--- src/design/rfl_params.svh ---
`ifndef RFL_PARAMS_SVH
`define RFL_PARAMS_SVH

// register addresses on the host register port
`define RFL_ADDR_W 5
`define RFL_ADDR_FIFO_STAT 5'h1c
`define RFL_ADDR_TX_UPPER 5'h1d
`define RFL_ADDR_TX_LOWER 5'h1e

// reset and clear value of the length registers, and idle value of the read port
`define RFL_LEN_RESET 8'h00
`define RFL_RD_IDLE 8'h00

// status register layout
`define RFL_STAT_OVF_BIT 7
`define RFL_CNT_W 7

// lower length register layout
`define RFL_LO_CNT_MSB 7
`define RFL_LO_CNT_LSB 4
`define RFL_LO_BITS_MSB 3
`define RFL_LO_BITS_LSB 1
`define RFL_LO_FLAG_BIT 0

// storage sizes
`define RFL_DATA_W 8
`define RFL_STORE_DEPTH 127
`define RFL_STORE_LAST 7'h7e
`define RFL_STORE_FULL 7'h7f
`define RFL_STAGE_DEPTH 16

`endif

--- src/design/rfl_pkg.sv ---
package rfl_pkg;
  typedef logic [7:0] rfl_byte_t;
  typedef logic [6:0] rfl_cnt_t;
  typedef logic [11:0] rfl_len_t;
  typedef logic [2:0] rfl_bits_t;
endpackage : rfl_pkg

--- src/design/rfl_fifo.sv ---
`timescale 1ns/1ps
module rfl_fifo #(
  parameter int WIDTH = 8,
  parameter int DEPTH = 16
) (
  // clock and reset
  input wire logic sys_clk,
  input wire logic resetn,
  input wire logic clk_en,
  input wire logic flush,
  // filling side
  input wire logic in_valid,
  output logic in_ready,
  input wire logic [WIDTH-1:0] in_data,
  // draining side
  output logic out_valid,
  input wire logic out_ready,
  output logic [WIDTH-1:0] out_data,
  // occupancy
  output logic [$clog2(DEPTH+1)-1:0] level
);
  localparam int AW = $clog2(DEPTH);
  localparam int LW = $clog2(DEPTH+1);
  localparam logic [AW-1:0] LAST = AW'(DEPTH - 1);
  localparam logic [LW-1:0] FULL = LW'(DEPTH);

  logic [WIDTH-1:0] mem_q [DEPTH];
  logic [AW-1:0] wp_q;
  logic [AW-1:0] rp_q;
  logic [LW-1:0] lvl_q;
  wire push = in_valid && in_ready;
  wire pop = out_valid && out_ready;

  assign in_ready = (lvl_q != FULL);
  assign out_valid = (lvl_q != '0);
  assign out_data = mem_q[rp_q];
  assign level = lvl_q;

  always_ff @(posedge sys_clk) begin
    if (clk_en && push) begin
      mem_q[wp_q] <= in_data;
    end
  end

  always_ff @(posedge sys_clk or negedge resetn) begin
    if (!resetn) begin
      wp_q <= '0;
      rp_q <= '0;
      lvl_q <= '0;
    end else if (clk_en) begin
      if (flush) begin
        wp_q <= '0;
        rp_q <= '0;
        lvl_q <= '0;
      end else begin
        if (push) wp_q <= (wp_q == LAST) ? '0 : wp_q + 1'b1;
        if (pop) rp_q <= (rp_q == LAST) ? '0 : rp_q + 1'b1;
        lvl_q <= lvl_q + LW'(push) - LW'(pop);
      end
    end
  end
endmodule : rfl_fifo

--- src/design/rfl_fifo_status.sv ---
`timescale 1ns/1ps
`include "rfl_params.svh"

module rfl_fifo_status
  import rfl_pkg::*;
(
  // clock, reset, clock enable
  input wire logic sys_clk,
  input wire logic resetn,
  input wire logic clk_en,
  // chip enable pin, asynchronous
  input wire logic chip_en,
  // host register port
  input wire logic [`RFL_ADDR_W-1:0] reg_addr,
  input wire logic reg_wr,
  input wire logic [7:0] reg_wdata,
  input wire logic reg_rd,
  output logic [7:0] reg_rdata,
  // host data into the fifo
  input wire logic host_wr_valid,
  output logic host_wr_ready,
  input wire logic [7:0] host_wr_data,
  // encoder side draining the fifo
  output logic enc_rd_valid,
  input wire logic enc_rd_ready,
  output logic [7:0] enc_rd_data,
  // frame events from the framer
  input wire logic fifo_flush,
  input wire logic tx_eof,
  // transmit length to the framer
  output logic [11:0] tx_count,
  output logic tx_partial,
  output logic [2:0] tx_partial_bits
);

  function automatic rfl_cnt_t wrap_inc(input rfl_cnt_t p);
    wrap_inc = (p == `RFL_STORE_LAST) ? '0 : p + 1'b1;
  endfunction : wrap_inc

  // enable pin synchroniser
  logic en_meta_q;
  logic en_sync_q;
  always_ff @(posedge sys_clk or negedge resetn) begin
    if (!resetn) begin
      en_meta_q <= 1'b0;
      en_sync_q <= 1'b0;
    end else if (clk_en) begin
      en_meta_q <= chip_en;
      en_sync_q <= en_meta_q;
    end
  end

  // staging fifo in front of the main store
  logic stg_valid;
  logic stg_ready;
  logic stg_in_ready;
  rfl_byte_t stg_data;
  logic [$clog2(`RFL_STAGE_DEPTH+1)-1:0] stg_level;
  wire clr_all = fifo_flush || !en_sync_q;

  // main store; flops, not a macro; only the pointers and count clear, the data is kept
  rfl_byte_t store_q [`RFL_STORE_DEPTH];
  rfl_cnt_t wp_q;
  rfl_cnt_t rp_q;
  rfl_cnt_t sc_q;
  rfl_cnt_t sc_d;
  logic ovf_q;
  logic ovf_d;

  wire [7:0] total = 8'(sc_q) + 8'(stg_level);
  wire total_full = (total >= 8'(`RFL_STORE_FULL));
  wire mv = stg_valid && stg_ready;
  wire pop = enc_rd_valid && enc_rd_ready;
  // bytes refused at the door count as presented beyond the limit
  wire ovf_set = host_wr_valid && total_full;

  assign host_wr_ready = stg_in_ready && !total_full;
  assign stg_ready = (sc_q != `RFL_STORE_FULL);
  assign enc_rd_valid = (sc_q != '0);
  assign enc_rd_data = store_q[rp_q];
  assign sc_d = sc_q + rfl_cnt_t'(mv) - rfl_cnt_t'(pop);
  // set wins over a clear in the same cycle
  assign ovf_d = ovf_set || (ovf_q && !clr_all);

  rfl_fifo #(
    .WIDTH(`RFL_DATA_W),
    .DEPTH(`RFL_STAGE_DEPTH)
  ) u_stage (
    .sys_clk(sys_clk),
    .resetn(resetn),
    .clk_en(clk_en),
    .flush(clr_all),
    .in_valid(host_wr_valid && !total_full),
    .in_ready(stg_in_ready),
    .in_data(host_wr_data),
    .out_valid(stg_valid),
    .out_ready(stg_ready),
    .out_data(stg_data),
    .level(stg_level)
  );

  always_ff @(posedge sys_clk) begin
    if (clk_en && mv) begin
      store_q[wp_q] <= stg_data;
    end
  end

  always_ff @(posedge sys_clk or negedge resetn) begin
    if (!resetn) begin
      wp_q <= '0;
      rp_q <= '0;
      sc_q <= '0;
      ovf_q <= 1'b0;
    end else if (clk_en) begin
      ovf_q <= ovf_d;
      if (clr_all) begin
        wp_q <= '0;
        rp_q <= '0;
        sc_q <= '0;
      end else begin
        if (mv) wp_q <= wrap_inc(wp_q);
        if (pop) rp_q <= wrap_inc(rp_q);
        sc_q <= sc_d;
      end
    end
  end

  // status byte: overflow on top, waiting bytes below
  wire [`RFL_CNT_W-1:0] fill_count = total[`RFL_CNT_W-1:0];
  wire [7:0] stat_byte = {ovf_q, fill_count};

  // length registers
  logic [7:0] tx_hi_q;
  logic [7:0] tx_lo_q;
  logic [7:0] tx_hi_d;
  logic [7:0] tx_lo_d;
  rfl_bits_t tx_bits_q;
  // status has no write path, so a stray host write there is harmless
  wire wr_hi = reg_wr && (reg_addr == `RFL_ADDR_TX_UPPER);
  wire wr_lo = reg_wr && (reg_addr == `RFL_ADDR_TX_LOWER);
  // end of frame and disable beat a host write in the same cycle
  wire len_clr = tx_eof || !en_sync_q;

  assign tx_hi_d = len_clr ? `RFL_LEN_RESET : (wr_hi ? reg_wdata : tx_hi_q);
  assign tx_lo_d = len_clr ? `RFL_LEN_RESET : (wr_lo ? reg_wdata : tx_lo_q);

  always_ff @(posedge sys_clk or negedge resetn) begin
    if (!resetn) begin
      tx_hi_q <= `RFL_LEN_RESET;
      tx_lo_q <= `RFL_LEN_RESET;
      tx_bits_q <= '0;
    end else if (clk_en) begin
      tx_hi_q <= tx_hi_d;
      tx_lo_q <= tx_lo_d;
      tx_bits_q <= tx_lo_d[`RFL_LO_FLAG_BIT] ?
          tx_lo_d[`RFL_LO_BITS_MSB:`RFL_LO_BITS_LSB] : '0;
    end
  end

  assign tx_count = {tx_hi_q, tx_lo_q[`RFL_LO_CNT_MSB:`RFL_LO_CNT_LSB]};
  assign tx_partial = tx_lo_q[`RFL_LO_FLAG_BIT];
  assign tx_partial_bits = tx_bits_q;

  // register read port, one cycle latency
  wire sel_stat = (reg_addr == `RFL_ADDR_FIFO_STAT);
  wire sel_hi = (reg_addr == `RFL_ADDR_TX_UPPER);
  wire sel_lo = (reg_addr == `RFL_ADDR_TX_LOWER);
  wire [7:0] rd_mux = sel_stat ? stat_byte :
                      sel_hi ? tx_hi_q :
                      sel_lo ? tx_lo_q : `RFL_RD_IDLE;

  always_ff @(posedge sys_clk or negedge resetn) begin
    if (!resetn) begin
      reg_rdata <= `RFL_RD_IDLE;
    end else if (clk_en && reg_rd) begin
      reg_rdata <= rd_mux;
    end
  end
endmodule : rfl_fifo_status

--- config.mk ---
export PLATFORM = sky130hd
export DESIGN_NAME = rfl_fifo_status
export DESIGN_NICKNAME = d
export VERILOG_FILES = /design/src/design/rfl_pkg.sv /design/src/design/rfl_fifo.sv /design/src/design/rfl_fifo_status.sv
export VERILOG_INCLUDE_DIRS = /design/src /design/src/design
export SDC_FILE = /design/constraint.sdc
export NUM_CORES = 1
export LEC_CHECK = 0
export BUFFER_PORTS_ARGS = -buffer_cell sky130_fd_sc_hd__buf_2
export CORE_MARGIN = 5
export CORE_UTILIZATION = 36
export DETAILED_ROUTE_END_ITERATION = 8
export PLACE_DENSITY_LB_ADDON = 0.05
export SYNTH_ARGS = -nofsm -noshare
export SYNTH_HDL_FRONTEND = slang
export SYNTH_SLANG_ARGS = --single-unit
--- constraint.sdc ---
create_clock -name sys_clk -period 4.9 [get_ports sys_clk]
set_input_delay 0.245 -clock sys_clk [delete_from_list [all_inputs] [get_ports sys_clk]]
set_output_delay 0.245 -clock sys_clk [all_outputs]
set_load 0.02 [all_outputs]
==> results.ini, run 1 <==
[status]
run_status = finished clean

[flow_run]
max-cap-violations = 0

[synthesis]
netlist_top_cells_count = edfxtp_1, mux4_2, nor2_1, nand2_1, dfrtp_1
netlist_instances = 2355
synth_area_leader_cell = edfxtp_1
syn-num-nets = 2421
synth_top_area_share = 0.713
asyncSetResetFlopFracSynth = 0.0530
synthesis.area_per_instance_um2 = 20.5
postSynthRegisterBits = 1208
yosysUniqueCellTypes = 62
yosys_warnings = 0
synth-seq-area-share = 0.746
yosys.area_share.xor_xnor = 0.00200
synth_top_family_by_area = multiplexers
synth.area.mux_share = 0.162
synth-adder-area-share = 0.00956
yosys.area_share.simple = 0.0338
synth_compound_area_frac = 0.0296
synthTopCellsByArea = edfxtp_1, mux4_2, dfrtp_1
postSynth.topFlopCell = edfxtp_1
synthesis.area_um2 = 48200
synth_enable_flop_cells = 1144
synth.most_common_cell = edfxtp_1

[cts]
clkTransAtPathRegs_ps = 60
cts-buffers-inserted = 137
tritoncts = built
clock_tree.buffer_depth = 3
cts_sink_cnt = 1208
cts_htree_levels = 4
root_buffer = clkbuf_16
clock_insertion_delay_worst_skew_ps = 760

[timing]
final_min_period_over_clock_period = 0.936
setup-tns-final_ps = 0
post-route-min-period_ps = 4590
clock_skew_ps = 22.1
hold_viol_final = 0
drv_slew = 0
grt_setup_unrepaired = no
timing.fmax_ghz = 0.218
report.final.setup_viol = 0
final_critical_path_setup_slack_ps = 313
worst_slew_margin_relative_to_its_limit = 0.179
max_slew.worst_pin.slew_ps = 1230

[worst_setup_path]
worst-path-max-fanout = 24
cp_cell_sequence = buf_12 -> mux4_2 -> mux4_2 -> mux2i_1 -> nor2_1 -> a221oi_2 -> o21ai_1 -> buf_2
critical_path_required_ps = 4660
arrival_ps = 4340
worstSetupPathType = flip-flop to output port
timing.critical_path.max_delay_family = multiplexers
crit_top_cell = mux4_2
critical_path.endpoint_type = output port
delay_of_the_slowest_cell_on_the_worst_path_ps = 870
critical-path-slowest-cell = dfrtp_4
critPathBufInv = 2
timing.critical_path.from_type = flip-flop

[detailed_routing]
detail_route.wirelength_um = 126000
number_of_remaining_drc_errors = 0
ant_nets = 0
topRoutingLayerUsed = met4
route.met2.wl_um = 61500
route.met3.wl_um = 6580
vias = 23500
detailedRoute.firstPassIterationCount = 5
post_drt_wl_per_cell_um = 28.5
m1WireLength_um = 55300
detail_route.vias_per_cell = 5.31
dr.first_iter.drc_count = 1643

[grt]
grt_start_max_net_pins = 128
global_route.overflow_total = 0
groute.usage.overall = 0.180
number_of_antenna_violations_at_the_first_check_in_global_routing = 0
number_of_global_route_vias_before_repair = 25000
grt_first_pass_wirelength_um = 183000

[power_and_ir_drop]
finalPower_mw = 26.8
power_per_cell_area_nw_per_um2 = 483
power.static_leakage_nw = 17.2
ir_worst_vdd_mv = 0.333

[place]
port-buffer-count = 64
gp_congestion = 0.766
post-place-ws_ps = 610
dpl-instance-area_um2 = 50900
placedCellCount = 4148
post-dp-hpwl_um = 77300

[finish]
fill_count = 11800
diodes = 0
stdcell_area_um2 = 55400
post_layout_nonfiller_instances = 4421
final_net_count = 2611
flow.area_growth_from_synthesis_pct = 15.0
drive_above_1_share = 0.255

[floorplan]
dieHeight_um = 376
std_cell_rows = 134
die_width_um = 376
start_util = 0.361
design.die.area_um2 = 141000
top_level_ports = 65
fp.coreArea_um2 = 133000

[worst_hold_path]
min-delay-path-class = input pin to flip-flop

[worst paths after layout]
| path | startpoint | to | depth (start not counted) | slack (ps) |
|---|---|---|---|---|
| hold / removal | tx_eof | tx_partial_bits[2] | 4 | 100 |
| setup / recovery | rp_q[0] | enc_rd_data[1] | 8 | 310 |
| setup reg to reg | sc_q[0] | u_stage.level[4] | 16 | 610 |
| hold reg to reg | reg_rdata[3] | reg_rdata[3] | 2 | 500 |
| max in group asynchronous | resetn | rp_q[0] | 3 | 4020 |
| min in group asynchronous | resetn | en_sync_q | 3 | 260 |
[per-layer routing]
metal	global-route usage	vias up
li1	-	10200
met1	0.247	12600
met2	0.291	577
met3	0.0401	157
met4	0.0478	0
met5	0	-
[final cells by class]
cell class / instances / area (µm²) / area share
tap: 1768 / 2210 / 0.0399
clock buffer: 183 / 3790 / 0.0684
inverter: 26 / 97.6 / 0.00176
multi-input combinational: 994 / 11500 / 0.207
clock inverter: 64 / 433 / 0.00781
sequential: 1208 / 36000 / 0.649
timing repair buffer: 178 / 1440 / 0.0260
[sequential cells by signal, summed over array words and instances, names as in the netlist, 4 cells and up]
| register | flops |
|---|---|
| store_q | 1016 |
| u_stage.mem_q | 128 |
| reg_rdata | 8 |
| tx_hi_q | 8 |
| tx_lo_q | 8 |
| rp_q | 7 |
| sc_q | 7 |
| wp_q | 7 |
| u_stage.level | 5 |
| u_stage.rp_q | 4 |
| u_stage.wp_q | 4 |
[worst min-delay path, delay by kind of cell]
family	cells	cell delay (ps)
buffers and inverters	1	70
AOI/OAI and AO/OA	1	70
and+or+nand+nor	2	410
[power by group]
part / switching, mW / leakage [nW] / internal, mW
combinational: 2.92 / 3.96 / 1.73
clock: 4.08 / 2.07 / 5.64
sequential: 0.139 / 11.2 / 12.3
[cell usage in the layout, fill, tap and decap left out, types with 8 or more instances in the layout]
cell type,synthesis,routed
a211oi_1,9,9
a21oi_1,24,24
a22o_1,22,22
a22oi_1,31,31
a31oi_1,9,9
buf_12,1,16
buf_2,26,64
buf_4,22,72
clkbuf_1,58,36
clkbuf_16,0,145
clkinv_1,0,30
clkinv_2,0,20
dfrtp_1,64,59
dlygate4sd3_1,0,26
edfxtp_1,1144,1144
ha_1,32,32
inv_1,26,26
mux2_2,10,10
mux2i_1,47,47
mux4_2,320,312
mux4_4,0,8
nand2_1,80,80
nand2b_1,13,13
nand3_1,30,30
nor2_1,165,165
nor2b_1,27,27
nor3_1,9,9
o21ai_0,56,56
o22ai_1,9,9
o31ai_1,9,9
xnor2_1,8,8
[through the flow]
step	util	hold slack [ps]
floorplan	-	-50.6
global placement	0.382	110
detailed placement	0.382	128
CTS	0.416	45.4
global route	0.416	80.2
finish	0.416	101
[repair_timing]
item	CTS	global route
setup buffers	0	0
gates resized for setup	1	0
hold endpoints to repair	225	0
setup endpoints to repair	1	0
hold buffers	26	0
[logic make-up (layout without fill, tap and decap cells)]
logic type                 after synthesis  in the layout
buffers and inverters                  153            451
and+or+nand+nor                        358            358
adders and majority gates               35             35
xor gates and xnor gates                11             11
muxes                                  378            378
AOI/OAI and AO/OA                      212            212
DFF                                   1208           1208
Power figures use the tool's default switching activity.
==> run 2: changes to the inputs <==
- CORE_UTILIZATION: 36 -> 55
==> run 2 against run 1 <==
  * Power decreased by 3.1%
  * Clock skew grew 3.4 ps
  * First-iteration DRC count grew 42%
  * Sequential power about the same
==> results.ini, run 2 (synthesis gave the netlist of run 1 again) <==
[timing]
report.final.setup_viol = 0
timing.fmax_ghz = 0.213
hold_viol_final = 0
max_slew.worst_pin.slew_ps = 1260
setup-tns-final_ps = 0
drv_slew = 0
grt_setup_unrepaired = no
worst_slew_margin_relative_to_its_limit = 0.161
final_min_period_over_clock_period = 0.959
post-route-min-period_ps = 4700
clock_skew_ps = 25.6

[floorplan]
dieHeight_um = 306
fp.coreArea_um2 = 86900
start_util = 0.554
top_level_ports = 65
std_cell_rows = 108
design.die.area_um2 = 93600
die_width_um = 306

[finish]
stdcell_area_um2 = 54000
largestRegisters = store_q (1016), u_stage.mem_q (128)
layout_common_cells = edfxtp_1, mux4_2, nor2_1, clkbuf_16, nand2_1
drive_above_1_share = 0.250
register_area_um2 = 36000
largest_register = store_q
multi_input_combinational_cell_area_um2 = 11500
largest_reg_flops = 1016
final_net_count = 2562
fill_count = 5923
final_common_cell = edfxtp_1
flow.area_growth_from_synthesis_pct = 12.1
postLayoutCoreUtil = 0.622

[grt]
global_route.overflow_total = 0
number_of_antenna_violations_at_the_first_check_in_global_routing = 2
grt_start_max_net_pins = 117
grt_first_pass_wirelength_um = 164000
number_of_global_route_vias_before_repair = 24100
groute.usage.overall = 0.237

[power_and_ir_drop]
power.static_leakage_nw = 16.9
power_per_cell_area_nw_per_um2 = 480
ir_worst_vdd_mv = 0.304

[cts]
post-cts-setup-buffer-count = 0
tritoncts = built
clock_insertion_delay_worst_skew_ps = 690
cts.repair.resized = 0
cts_sink_cnt = 1208
cts_htree_levels = 3
cts-buffers-inserted = 121
clock_tree.buffer_depth = 3
clkTransAtPathRegs_ps = 60
root_buffer = clkbuf_16

[place]
post-dp-hpwl_um = 67900
port-buffer-count = 64
dpl-instance-area_um2 = 49900
gp_congestion = 0.872

[detailed_routing]
vias = 23500
post_drt_wl_per_cell_um = 29.6
dr.first_iter.drc_count = 2338
ant_nets = 0
number_of_remaining_drc_errors = 0
detail_route.wirelength_um = 111000
detailedRoute.firstPassIterationCount = 5
detail_route.vias_per_cell = 6.27

[worst_setup_path]
critical_path_required_ps = 4660
timing.critical_path.from_type = flip-flop
cp_cell_sequence = buf_4 -> buf_4 -> mux4_2 -> mux2i_1 -> o21ai_0 -> a211oi_1 -> a21oi_1 -> o31ai_1 -> a211oi_1 -> buf_2
worst-path-max-fanout = 47
critical-path-slowest-cell = dfrtp_4
arrival_ps = 4450
worstSetupPathType = flip-flop to output port
delay_of_the_slowest_cell_on_the_worst_path_ps = 970
critical_path.endpoint_type = output port

[worst_hold_path]
min-delay-path-class = input pin to flip-flop

[status]
run_status = finished clean

[flow_run]
max-cap-violations = 0

## run 2: layer usage
| layer | vias to the layer above | part of all wire | track usage |
|---|---|---|---|
| met1 | 12500 | 0.42 | 0.348 |
| met3 | 158 | 0.072 | 0.0425 |
| li1 | 10000 | - | - |
| met2 | 859 | 0.49 | 0.377 |
| met4 | 2 | 0.026 | 0.0663 |
| met5 | - | 0.00012 | 0 |
## run 2: worst paths after layout
check,end,cells past startpoint,slack (ps),from
setup / recovery,enc_rd_data[4],10,200,rp_q[1]
hold / removal,reg_rdata[1],4,90,reg_addr[1]
setup reg to reg,u_stage.level[4],16,700,sc_q[0]
hold reg to reg,tx_partial_bits[0],1,490,tx_partial_bits[0]
max in group asynchronous,rp_q[2],3,3920,resetn
min in group asynchronous,u_stage.wp_q[3],3,290,resetn
## run 2: what timing repair did
item	in CTS	in global routing
hold endpoints to repair	214	0
hold buffers	21	0
endpoints found under the setup margin	0	0
## run 2: power by group
group	total [mW]	internal, mW	switching, mW
clock network	9.10	5.30	3.80
registers	12.5	12.3	0.184
logic	4.39	1.67	2.72
## run 2: critical path: cells and delay by family (launching register included)
family	cells	cell delay, ps
mux	2	300
flops	1	970
compound gates	5	1500
buf+inv	3	960
## run 2: stage by stage
stage	cells	power (mW)	setup WS [ps]	hold WS, ps
final	3756	25.9	201	87.6
after global placement	3507	17.0	735	473
after floorplan	2355	15.5	1040	-50.6
after global routing	3755	26.9	63.0	107
after detailed placement	3507	17.1	707	469
after CTS	3755	26.2	233	51.6
## run 2: area by class of cell
cell class,instances,area share
diodes,1,0.0000463
clock buffers,161,0.0613
clock inverters,66,0.0114
inverters,26,0.00181
multi-input cells,994,0.212
flip-flops and latches,1208,0.666
well taps,1155,0.0268
repair buffers,145,0.0205
==> run 3: changes to the inputs <==
- ABC_AREA: unset -> 1
==> run 3 against run 2 <==
  * Wire length rose by 21%
  * Via count increased by 43%
  * Setup slack better by 320 ps
  * Worst hold slack lost 36 ps
  * First-iteration DRC count increased by 56%
  * Power grew 6.7%
  * Clock skew decreased by 0.93 ps
  * Non-clock buffer count up 37
  * Synthesized cell count up 90%
  * Register-to-register slack improved by 510 ps
  * Critical endpoint is now enc_rd_data[1]
==> results.ini, run 3 <==
[worst_setup_path]
worst-path-max-fanout = 103
crit_path_end = enc_rd_data[1]
timing.critical_path.from_type = flip-flop
critical-path-slowest-cell = dfrtp_4
critical_path_required_ps = 4660
worstRegToRegCells = 9
critical_path.endpoint_type = output port
cp-startpoint = rp_q[0]
critical_path.reg2reg.startpoint = sc_q[4]
crit_top_cell = nand2_1
worstSetupPathType = flip-flop to output port
arrival_ps = 4140
delay_of_the_slowest_cell_on_the_worst_path_ps = 730
cp_cell_sequence = inv_8 -> buf_12 -> nor2_1 -> o211ai_1 -> nand3_1 -> nand2_1 -> nand2_1 -> nor2_1 -> nand2_1 -> nand2_1 -> buf_2
timing.rr.end = store_q[125][6]
r2r_slack_ps = 1210

[power_and_ir_drop]
power.static_leakage_nw = 20.3
proportion_of_power_drawn_by_the_clock_network = 0.352
finalPower_mw = 27.7
ir_worst_vdd_mv = 0.365
power_per_cell_area_nw_per_um2 = 488
p_sw_mw = 8.20
combinationalPowerShare = 0.195
share_seq_of_total_power = 0.454
switching_share = 0.297
internal_power_mw = 19.5

[synthesis]
netlist_instances = 4475
synth_enable_flop_cells = 1144
synth-seq-area-share = 0.712
postSynth.topFlopCell = edfxtp_1
synthTopCellsByArea = edfxtp_1, nor2_1, nand2_1
asyncSetResetFlopFracSynth = 0.0530
syn-num-nets = 4541
synthesis.area_um2 = 50500
postSynthRegisterBits = 1208
synthesis.area_per_instance_um2 = 11.3
synth_top_area_share = 0.680
yosys_warnings = 0
synth.most_common_cell = edfxtp_1
yosysUniqueCellTypes = 41
synth_area_leader_cell = edfxtp_1
netlist_top_cells_count = edfxtp_1, nor2_1, nand2_1, o21ai_0, nand3_1

[finish]
largest_register = store_q
flow.area_growth_from_synthesis_pct = 12.2
post_layout_nonfiller_instances = 5832
final_common_cell = edfxtp_1
final_net_count = 4602
largest_reg_flops = 1016
drive_above_1_share = 0.0799
largestRegisters = store_q (1016), u_stage.mem_q (128)
layout_common_cells = edfxtp_1, nor2_1, nand2_1, o21ai_0, nand3_1
postLayoutCoreUtil = 0.621
stdcell_area_um2 = 56700
fill_count = 7272

[detailed_routing]
ant_nets = 0
detail_route.wirelength_um = 134000
detail_route.vias_per_cell = 5.76
vias = 33600
dr.first_iter.drc_count = 3644
detailedRoute.firstPassIterationCount = 6
post_drt_wl_per_cell_um = 23.0
number_of_remaining_drc_errors = 0

[floorplan]
die_width_um = 313
fp.coreArea_um2 = 91400
dieHeight_um = 313
std_cell_rows = 111
design.die.area_um2 = 98000
top_level_ports = 65
start_util = 0.553

[worst_hold_path]
min-delay-path-class = input pin to flip-flop

[place]
placedCellCount = 5558
post-dp-hpwl_um = 78500
dpl-instance-area_um2 = 52200
port-buffer-count = 64
gp_congestion = 0.867
post-place-ws_ps = 1210

[cts]
root_buffer = clkbuf_16
cts_htree_levels = 4
hold_buffers_post_cts = 31
tritoncts = built
cts.repair.resized = 0
cts_sink_cnt = 1208
clock_tree.buffer_depth = 3
clock_insertion_delay_worst_skew_ps = 740
cts-buffers-inserted = 131
clkTransAtPathRegs_ps = 60
post-cts-setup-buffer-count = 0

[timing]
final_min_period_over_clock_period = 0.894
report.final.setup_viol = 0
hold_viol_final = 0
post-route-min-period_ps = 4380
setup-tns-final_ps = 0
whs_ps = 51.9
timing.fmax_ghz = 0.228
worst_slew_margin_relative_to_its_limit = 0.211
max_slew.worst_pin.slew_ps = 1180
grt_setup_unrepaired = no
final_critical_path_setup_slack_ps = 518
clock_skew_ps = 24.7
drv_slew = 0

[status]
run_status = finished clean

[flow_run]
max-cap-violations = 0

[grt]
grt_first_pass_wirelength_um = 201000
groute.usage.overall = 0.271
number_of_antenna_violations_at_the_first_check_in_global_routing = 6
global_route.overflow_total = 0
grt_start_max_net_pins = 155
number_of_global_route_vias_before_repair = 32200

-- run 3: layout make-up --
type,count,area [µm²],area share
multi-input combinational,2814,12700,0.225
inverter,199,759,0.0134
tap,1186,1480,0.0262
timing repair buffer,182,1520,0.0269
antenna,3,7.51,0.000132
clock buffer,159,3440,0.0606
sequential,1208,36000,0.634
clock inverter,81,795,0.0140
-- run 3: routing by layer --
metal	vias to the layer above	track usage	part of all wire	routed length (µm)
met5	-	0	0.00012	16
met4	2	0.0788	0.025	3410
met3	208	0.0592	0.087	11600
met2	1339	0.435	0.47	63600
met1	16300	0.380	0.41	55200
li1	15700	-	-	-
-- run 3: how the worst min path moves through the flow --
stage / end / cells past startpoint / slack (ps) / startpoint
after floorplan: en_meta_q / 0 / -50 / resetn
after global placement: tx_hi_q[4] / 1 / 430 / resetn
after detailed placement: tx_hi_q[4] / 1 / 430 / resetn
after CTS: rp_q[1] / 4 / 8 / enc_rd_ready
after global routing: rp_q[1] / 4 / 40 / enc_rd_ready
final: rp_q[1] / 4 / 50 / enc_rd_ready
-- run 3: critical path, delay by kind of cell, from the launching register on --
kind	cells	cell delay, ps
AND/OR/NAND/NOR	7	1130
buffers and inverters	3	1120
flip-flops	1	730
AO/OA/AOI/OAI	1	230
-- run 3: logic make-up after synthesis --
group | after synthesis | synth area share
DFF | 1208 | 0.712
adders and majority gates | 35 | 0.00911
and+or+nand+nor | 2084 | 0.166
AOI/OAI and AO/OA | 689 | 0.0751
xor gates and xnor gates | 5 | 0.000867
muxes | 1 | 0.000198
buffers and inverters | 453 | 0.0376
-- run 3: power by group through the flow --
stage	Combinational, mW	Sequential [mW]	Clock [mW]
CTS	5.39	12.5	9.86
detailed placement	5.36	12.8	0
floorplan	3.16	12.9	0
global placement	5.29	12.8	0
finish	5.39	12.6	9.73
global route	5.92	12.6	10.3
